$ cat config.mk
export PLATFORM = sky130hd
export DESIGN_NAME = apc_config_top
export DESIGN_NICKNAME = d
export VERILOG_FILES = /design/src/apc_pkg.sv /design/src/apc_parity.sv /design/src/apc_config_top.sv
export SDC_FILE = /design/constraint.sdc
export NUM_CORES = 1
export LEC_CHECK = 0
export BUFFER_PORTS_ARGS = -buffer_cell sky130_fd_sc_hd__buf_2
export CAP_MARGIN = 20
export CORE_AREA = 3 3 151 153
export DETAILED_ROUTE_END_ITERATION = 8
export DIE_AREA = 0 0 154 156
export PLACE_DENSITY = 0.63
export SYNTH_ARGS = -nofsm -noshare
export SYNTH_HDL_FRONTEND = slang
export SYNTH_SLANG_ARGS = --single-unit
$ cat constraint.sdc
create_clock -name clk -period 3.82 [get_ports clk]
set_input_delay 0.382 -clock clk [delete_from_list [all_inputs] [get_ports clk]]
set_output_delay 0.382 -clock clk [all_outputs]
set_load 0.01 [all_outputs]
$ cat src/apc_pkg.sv
package apc_pkg;
    // register byte offsets
    localparam logic [7:0] CFG_OFF = 8'h00;
    localparam logic [7:0] STAT_OFF = 8'h04;
    localparam logic [7:0] PORT_OFF = 8'h08;
    localparam logic [7:0] LINK_OFF = 8'h0C;
    // phy_interface_config fields
    localparam int TX_SEL_LSB = 29;
    localparam int TX_ODD_BIT = 28;
    localparam int TX_SIZE_BIT = 27;
    localparam int CELL52_BIT = 18;
    localparam int HEC_DIS_BIT = 17;
    localparam int TX_FULL_BIT = 16;
    localparam int RX_SEL_LSB = 13;
    localparam int RX_CHK_BIT = 12;
    localparam int RX_ODD_BIT = 11;
    localparam int RX_SIZE_BIT = 10;
    localparam int RX_FULL_BIT = 9;
    localparam logic [31:0] CFG_RESET = 32'h1001_0A00;
    localparam logic [31:0] CFG_MASK = 32'hF807_FE00;
    // status fields
    localparam int STAT_ERR_BIT = 0;
    localparam int STAT_CNT_LSB = 8;
    localparam int STAT_TXU_BIT = 16;
    localparam int STAT_RXA_BIT = 17;
    // port register fields and link control HEC byte
    localparam int TX_PORT_LSB = 0;
    localparam int RX_PORT_LSB = 8;
    localparam logic [31:0] PORT_RESET = 32'h0000_0000;
    localparam int LINK_HEC_LSB = 0;
    localparam logic [31:0] LINK_RESET = 32'h0000_0000;
    // phy device select codes
    localparam logic [2:0] SEL_FRAME = 3'h1;
    localparam logic [2:0] SEL_CELL = 3'h3;
    localparam logic [2:0] SEL_INT = 3'h5;
    // axi responses
    localparam logic [1:0] RESP_OKAY = 2'h0;
    localparam logic [1:0] RESP_SLVERR = 2'h2;
endpackage

$ cat src/apc_parity.sv
`timescale 1ns/1ps
module apc_parity
    import apc_pkg::*;
#(
    parameter int LANES = 2
) (
    // word in
    input wire logic [LANES*8-1:0] data,
    input wire logic oddSel,
    // parities out
    output logic [LANES-1:0] laneParity,
    output logic fullParity
);
    // xor of covered bits, inverted for odd
    for (genvar i = 0; i < LANES; i++) begin : gLane
        assign laneParity[i] = (^data[i*8 +: 8]) ^ oddSel;
    end
    assign fullParity = (^data) ^ oddSel;
endmodule

$ cat src/apc_config_top.sv
// Added by the designer: the AXI4-Lite register port and the placing of the registers.
`timescale 1ns/1ps
// What this block does
// - Tx options apply only for UTOPIA cell device
// - 52-byte mode sends cells without HEC
// - HEC disable sends zero, else link HEC
// - 52-byte mode overrides the HEC disable bit
// - full-width tx parity: one bit, reset one
// - otherwise one tx parity bit per byte
// - decode 3-bit rx device select codes
// - port address all ones: select ignored
// - rx parity checking enable, off at reset
// - rx internal framer: upper tx parity invalid
// - tx internal framer: upper rx parity invalid
// - rx parity even at 0, odd at reset
// - path size bit: 16-bit at 0, 8-bit at 1
// - mixed framer: size bit assigns lines 15-13
// - full-width rx parity checked against line 1
// - 8-bit rx parity checked against line 1
// - rx full-width bit ignored for frame PHY
// - tx device select uses same encoding
module apc_config_top
    import apc_pkg::*;
#(
    parameter int PORT_W = 5
) (
    // clock and reset
    input wire logic clk,
    input wire logic sys_rst,
    // axi4-lite slave
    input wire logic [7:0] s_axi_awaddr,
    input wire logic s_axi_awvalid,
    output logic s_axi_awready,
    input wire logic [31:0] s_axi_wdata,
    input wire logic [3:0] s_axi_wstrb,
    input wire logic s_axi_wvalid,
    output logic s_axi_wready,
    output logic [1:0] s_axi_bresp,
    output logic s_axi_bvalid,
    input wire logic s_axi_bready,
    input wire logic [7:0] s_axi_araddr,
    input wire logic s_axi_arvalid,
    output logic s_axi_arready,
    output logic [31:0] s_axi_rdata,
    output logic [1:0] s_axi_rresp,
    output logic s_axi_rvalid,
    input wire logic s_axi_rready,
    // transmit cell stream from internal logic
    input wire logic [15:0] txData,
    input wire logic txValid,
    input wire logic txHecItem,
    input wire logic [2:0] hdlcTxLines,
    // transmit phy pins
    output logic [15:0] txPhyDataLines,
    output logic txPhyValid,
    output logic [1:0] txPhyParity,
    // receive phy pins
    input wire logic [15:0] rxPhyData,
    input wire logic rxPhyValid,
    input wire logic [1:0] rxPhyParityLines,
    // receive check result
    output logic rxParityErr
);
    typedef struct packed {
        logic [31:0] cfg;
        logic [31:0] port;
        logic [31:0] linkCtl;
        logic statErr;
        logic [7:0] errCnt;
        logic awRdy;
        logic wRdy;
        logic awHeld;
        logic wHeld;
        logic [7:0] awAddr;
        logic [31:0] wData;
        logic [3:0] wStrb;
        logic bValid;
        logic [1:0] bResp;
        logic arRdy;
        logic rValid;
        logic [31:0] rData;
        logic [1:0] rResp;
        logic [18:0] rxSync1;
        logic [18:0] rxSync2;
        logic [15:0] txOut;
        logic txOutValid;
        logic [1:0] txPar;
        logic rxErr;
    } apc_state_t;

    apc_state_t s_q;
    apc_state_t s_d;

    logic [2:0] txSel;
    logic [2:0] rxSel;
    logic txUsed;
    logic rxUsed;
    logic txUtopia;
    logic txInternal;
    logic rxInternal;
    logic rxExternal;
    logic checkActive;
    logic [15:0] txWord;
    logic [1:0] txLanePar;
    logic txFullPar;
    logic [1:0] rxLanePar;
    logic rxFullPar;
    logic rxMismatch;

    assign txSel = s_q.cfg[TX_SEL_LSB +: 3];
    assign rxSel = s_q.cfg[RX_SEL_LSB +: 3];
    // an all-ones port address marks the configuration unused
    assign txUsed = s_q.port[TX_PORT_LSB +: PORT_W] != '1;
    assign rxUsed = s_q.port[RX_PORT_LSB +: PORT_W] != '1;
    assign txUtopia = txUsed && txSel == SEL_CELL;
    assign txInternal = txUsed && txSel == SEL_INT;
    assign rxInternal = rxUsed && rxSel == SEL_INT;
    assign rxExternal = rxUsed && (rxSel == SEL_FRAME || rxSel == SEL_CELL);
    // reserved codes and the internal framer leave the rx pins unchecked
    assign checkActive = s_q.cfg[RX_CHK_BIT] && rxExternal && s_q.rxSync2[18];

    always_comb begin
        txWord = txData;
        if (txHecItem) begin
            if (txUtopia && s_q.cfg[HEC_DIS_BIT]) begin
                txWord[7:0] = 8'h00;
            end else begin
                txWord[7:0] = s_q.linkCtl[LINK_HEC_LSB +: 8];
            end
        end
        // mixed framer: lines 15-13 shared with rx hdlc controller
        if (rxInternal && !txInternal && !s_q.cfg[TX_SIZE_BIT]) begin
            txWord[15:13] = hdlcTxLines;
        end
    end

    apc_parity #(.LANES(2)) uTxPar (
        .data(txWord),
        .oddSel(s_q.cfg[TX_ODD_BIT]),
        .laneParity(txLanePar),
        .fullParity(txFullPar)
    );

    apc_parity #(.LANES(2)) uRxPar (
        .data(s_q.rxSync2[15:0]),
        .oddSel(s_q.cfg[RX_ODD_BIT]),
        .laneParity(rxLanePar),
        .fullParity(rxFullPar)
    );

    always_comb begin
        if (s_q.cfg[RX_SIZE_BIT]) begin
            rxMismatch = rxLanePar[0] != s_q.rxSync2[17];
        end else if (s_q.cfg[RX_FULL_BIT] && rxSel != SEL_FRAME) begin
            rxMismatch = rxFullPar != s_q.rxSync2[17];
        end else begin
            rxMismatch = rxLanePar[0] != s_q.rxSync2[16];
            if (!txInternal && rxLanePar[1] != s_q.rxSync2[17]) begin
                rxMismatch = 1'b1;
            end
        end
    end

    always_comb begin
        logic [31:0] merged;
        logic [31:0] rd;
        merged = '0;
        rd = '0;
        s_d = s_q;
        // write channel: address and data in either order
        if (s_axi_awvalid && s_q.awRdy) begin
            s_d.awHeld = 1'b1;
            s_d.awAddr = s_axi_awaddr;
        end
        if (s_axi_wvalid && s_q.wRdy) begin
            s_d.wHeld = 1'b1;
            s_d.wData = s_axi_wdata;
            s_d.wStrb = s_axi_wstrb;
        end
        if (s_q.bValid && s_axi_bready) begin
            s_d.bValid = 1'b0;
        end
        if (s_q.awHeld && s_q.wHeld && !s_q.bValid) begin
            s_d.awHeld = 1'b0;
            s_d.wHeld = 1'b0;
            s_d.bValid = 1'b1;
            s_d.bResp = RESP_OKAY;
            for (int i = 0; i < 4; i++) begin
                merged[i*8 +: 8] = s_q.wStrb[i] ? s_q.wData[i*8 +: 8] : 8'h00;
            end
            case (s_q.awAddr)
                CFG_OFF: begin
                    for (int i = 0; i < 4; i++) begin
                        if (s_q.wStrb[i]) begin
                            s_d.cfg[i*8 +: 8] = merged[i*8 +: 8] & CFG_MASK[i*8 +: 8];
                        end
                    end
                end
                PORT_OFF: begin
                    for (int i = 0; i < 4; i++) begin
                        if (s_q.wStrb[i]) begin
                            s_d.port[i*8 +: 8] = merged[i*8 +: 8];
                        end
                    end
                end
                LINK_OFF: begin
                    for (int i = 0; i < 4; i++) begin
                        if (s_q.wStrb[i]) begin
                            s_d.linkCtl[i*8 +: 8] = merged[i*8 +: 8];
                        end
                    end
                end
                STAT_OFF: begin
                    // write one to clear flag and count
                    if (merged[STAT_ERR_BIT]) begin
                        s_d.statErr = 1'b0;
                        s_d.errCnt = '0;
                    end
                end
                default: begin
                    s_d.bResp = RESP_SLVERR;
                end
            endcase
        end
        // read channel
        if (s_q.rValid && s_axi_rready) begin
            s_d.rValid = 1'b0;
        end
        if (s_axi_arvalid && s_q.arRdy) begin
            s_d.rValid = 1'b1;
            s_d.rResp = RESP_OKAY;
            case (s_axi_araddr)
                CFG_OFF: rd = s_q.cfg;
                PORT_OFF: rd = s_q.port;
                LINK_OFF: rd = s_q.linkCtl;
                STAT_OFF: begin
                    rd[STAT_ERR_BIT] = s_q.statErr;
                    rd[STAT_CNT_LSB +: 8] = s_q.errCnt;
                    rd[STAT_TXU_BIT] = txUtopia;
                    rd[STAT_RXA_BIT] = s_q.cfg[RX_CHK_BIT] && rxExternal;
                end
                default: s_d.rResp = RESP_SLVERR;
            endcase
            s_d.rData = rd;
        end
        s_d.awRdy = !s_d.awHeld && !s_d.bValid;
        s_d.wRdy = !s_d.wHeld && !s_d.bValid;
        s_d.arRdy = !s_d.rValid;
        // rx pins cross into clk through two flops
        s_d.rxSync1 = {rxPhyValid, rxPhyParityLines, rxPhyData};
        s_d.rxSync2 = s_q.rxSync1;
        s_d.rxErr = checkActive && rxMismatch;
        // set wins over a clear in the same cycle
        if (s_d.rxErr) begin
            s_d.statErr = 1'b1;
            if (s_d.errCnt != 8'hFF) begin
                s_d.errCnt = s_d.errCnt + 8'h01;
            end
        end
        // transmit: hec item dropped in 52-byte mode
        s_d.txOutValid = txValid && !(txHecItem && txUtopia && s_q.cfg[CELL52_BIT]);
        s_d.txOut = txWord;
        if (s_q.cfg[TX_SIZE_BIT]) begin
            s_d.txPar = {1'b0, txLanePar[0]};
        end else if (txUtopia && s_q.cfg[TX_FULL_BIT]) begin
            s_d.txPar = {1'b0, txFullPar};
        end else begin
            s_d.txPar = {txLanePar[1] && !rxInternal, txLanePar[0]};
        end
    end

    always_ff @(posedge clk) begin
        if (sys_rst) begin
            s_q <= '{cfg: CFG_RESET, port: PORT_RESET, linkCtl: LINK_RESET, default: '0};
        end else begin
            s_q <= s_d;
        end
    end

    assign s_axi_awready = s_q.awRdy;
    assign s_axi_wready = s_q.wRdy;
    assign s_axi_bvalid = s_q.bValid;
    assign s_axi_bresp = s_q.bResp;
    assign s_axi_arready = s_q.arRdy;
    assign s_axi_rvalid = s_q.rValid;
    assign s_axi_rdata = s_q.rData;
    assign s_axi_rresp = s_q.rResp;
    assign txPhyDataLines = s_q.txOut;
    assign txPhyValid = s_q.txOutValid;
    assign txPhyParity = s_q.txPar;
    assign rxParityErr = s_q.rxErr;
endmodule

==> run metrics <==
outcome finished, final reports clean; Worst slew margin between 30% and 40%; Fin. Hold Viols 0; Clock Tree Buf Depth 3; Comb pwr share 7.4%; layout cells sized above 1 between 10% and 20%; root cell of the clock tree clkbuf_16; Site Rows 54; Synth Cell Area approximately 9400 um2; worst clock skew 22.81 ps; RSZ-0062 raised after global routing false; CP required approximately 4300 ps; Via density about 5.1; CORE AREA approximately 22000 um2; Final ANT Viol Nets 0; Most Frequent Cell on Critical Path and3_1; Flop pwr share between 40 and 50%; Die Height around 160 um; asr flop ratio synth 0%; CP Class reg -> reg; Static Leak between 4 and 5 nW; largest net degree at the start of global routing 138; # H-tree levels 1; Buffers & Inverters on Critical Path 0; Die W approximately 150 um; ant diodes 0; delay-heaviest family, CP simple AND/OR/NAND/NOR gates; DRC Markers 0; Post-CTS Resized 0; Most used DFF post-synth dfxtp_1; first-pass GRT wire length 35.56 mm; Yosys Warn Count 0; P_sw roughly 1.2 mW; Num CTS Buffers 25; Critical Path AT 3560 ps; Hold Crit Class in -> reg; CTS clk-pin slew, worst paths approximately 60 ps; startpoint types register; Tcrit/Tclk final between 80% and 90%; Finished Cell Area approximately 11000 um2; CTS tree done; Unique masters post-synth 52; hpwl dp around 15 mm; worst slew pin tran about 1000 ps; Overall Global Routing Usage between 10% and 20%; final std cells w/o fill between 1000 and 1500; Initial Util approximately 43%; EDFF count, synth 0; Design Power around 5.2 mW; slowest CP cell or4_1; Final nets roughly 1200; Max-Cap Viols 0; initial antenna violation count 0; CTS Sinks around 230; final WL 22.26 mm; Iter 0 DRT Violations around 480; Seq/Total Area, Yosys around half; WL/cell roughly 16 um; Syn Area/Cell approximately 9.1 um2; critical path capture point type register; power per cell area approximately 480 nW/um2; I/O Pins 160; vias in the first global route roughly 6700; Area growth syn-to-layout 15.15%; Mapped Cells between 1000 and 1500; Crit Path Max Fanout 8; CP Cell Sequence nor2_1, nand4_1, or4_1, and2_1, ha_1, and3_1, and3_1, and3_1, and2_1, or3_1, a21oi_1; DRT Pass-1 Iters 5; Int Power roughly 4.0 mW; clock group share of total power 44.4%; post-route minimum period ~3000 ps; GP Congestion roughly 0.85; Slew Limit Fails 0; total grt overflow 0; Vias about 7200; Sw Share approximately a quarter; CP max stage delay 680 ps; cts hold-fix bufs 0; VDD IR max between 300 and 400 uV; Placed Cells roughly 1400; Post-CTS Setup Inserts 0; fmax 323.4 MHz; number of synthesized register bits around 230; setup TNS 0 ps; insertion delay to the later sink of the worst-skew pair between 500 and 600 ps; Port Buffers approximately 160; Finish-stage setup viols 0; placed standard-cell area 10030 um2; die area around 24000 um2
==> synth_stat cells (all sizes together), types with 2 or more instances <==
cell type    n  share of area, %
a211o        3              0.28
a211oi       7              0.72
a21oi       69               3.7
a221oi      14               1.3
a22o         2              0.19
a22oi       25               2.0
a311oi       2              0.19
a31o         2              0.19
and2         9              0.60
and3         6              0.40
and4         2              0.19
buf         64               4.8
clkbuf      41               1.6
dfxtp      231                49
inv          5              0.20
mux2         9               1.1
mux2i       89               9.5
mux4         2              0.48
nand2      123               4.9
nand2b       2              0.13
nand3       13              0.69
nand3b       3              0.24
nand4        2              0.13
nor2       167               6.7
nor2b       46               3.1
nor3        22               1.2
nor4         6              0.40
o21ai       12              0.64
or3          2              0.13
or4          2              0.16
xnor2       18               1.7
xnor3        5               1.2
xor2        12               1.1
==> power groups by stage <==
| stage | Sequential, mW | Combinational (mW) | Clock [mW] |
|---|---|---|---|
| final | 2.52 | 0.384 | 2.32 |
| after CTS | 2.52 | 0.389 | 2.38 |
| after floorplan | 2.56 | 0.280 | 0 |
| after detailed placement | 2.57 | 0.387 | 0 |
| after global placement | 2.57 | 0.383 | 0 |
| after global routing | 2.52 | 0.428 | 2.49 |
==> worst paths after layout <==
| check | startpoint | to | slack (ps) | cells past startpoint |
|---|---|---|---|---|
| worst max register to register | s_q[137] | s_q[145] | 730 | 11 |
| worst min-delay path | rxPhyData[4] | s_d[24] | 80 | 2 |
| worst max-delay path | s_q[137] | s_q[145] | 730 | 11 |
| worst min register to register | s_d[26] | s_q[26] | 440 | 1 |
==> flip-flops by register name, indices dropped and copies added, names as in the netlist <==
name            cells
s_axi_wready        1
rxParityErr         1
txPhyParity         2
s_axi_bresp         1
txPhyValid          1
s_d                19
s_axi_arready       1
s_q               150
txPhyDataLines     16
s_axi_awready       1
s_axi_bvalid        1
rxSel               3
s_axi_rdata        32
s_axi_rresp         1
s_axi_rvalid        1
==> layout make-up <==
| class | instances | area (um2) |
|---|---|---|
| flip-flops and latches | 231 | 4624 |
| well taps | 280 | 350.3 |
| multi-input cells | 690 | 4167 |
| clock inverters | 10 | 67.56 |
| clock buffers | 35 | 733.2 |
| repair buffers | 166 | 872.1 |
| fillers | 2055 | 10860 |
| inverters | 5 | 18.77 |
==> kinds of logic after synthesis <==
group / Yosys count / share of synthesized area, %
simple gates: 410 / 19.36
flops: 231 / 49.16
compound gates: 142 / 9.669
buf+inv: 110 / 6.597
mux: 100 / 11.03
xor+xnor: 35 / 4.016
fa+ha+maj: 1 / 0.1330
other cells: 1 / 0.03986
==> metal layers <==
metal	up-vias	GRT usage [%]	share of wire, %
met5	-	0	0
met4	0	3.616	1.1
met3	20	2.885	5.7
met2	172	28.99	46
met1	3354	25.74	47
li1	3616	-	-
==> cells in the final DEF (no fill, tap or decap), types with 3 or more instances in the layout <==
cell type and count:
nand3b_1 3, xor2_1 12, and2_1 9, xnor3_1 3
a21oi_1 69, clkbuf_8 7, nor2_1 167, clkbuf_1 3
a211o_1 3, dfxtp_1 231, and3_1 6, buf_4 8
a221oi_1 14, inv_1 5, xnor2_1 18, a211oi_2 3
mux2i_1 89, nor4_1 6, o21ai_0 12, nor3_1 21
nor2b_1 46, nand2_1 123, clkinv_2 8, buf_2 156
a22oi_1 25, clkbuf_16 25, a211oi_1 4, nand3_1 13
mux2_2 9
==> worst reg2reg max path: stages (launching register included) <==
cell     delay, ps
dfxtp_1        310
nor2_1         160
nand4_1        150
or4_1          690
and2_1         260
ha_1           210
and3_1         210
and3_1         220
and3_1         190
and2_1         180
or3_1          300
a21oi_1        140
==> per-stage QoR <==
stage	setup WS [ps]	util (%)	hold WS [ps]
3_3_place_gp	803.1	46.26	415.3
3_5_place_dp	770.1	46.26	422.3
4_1_cts	747.8	49.95	56.36
6_report	728.2	49.95	75.12
2_1_floorplan	999.5	-	413.8
5_1_grt	470.1	49.95	65.37
Note: power is estimated with default switching activity, not from simulation.
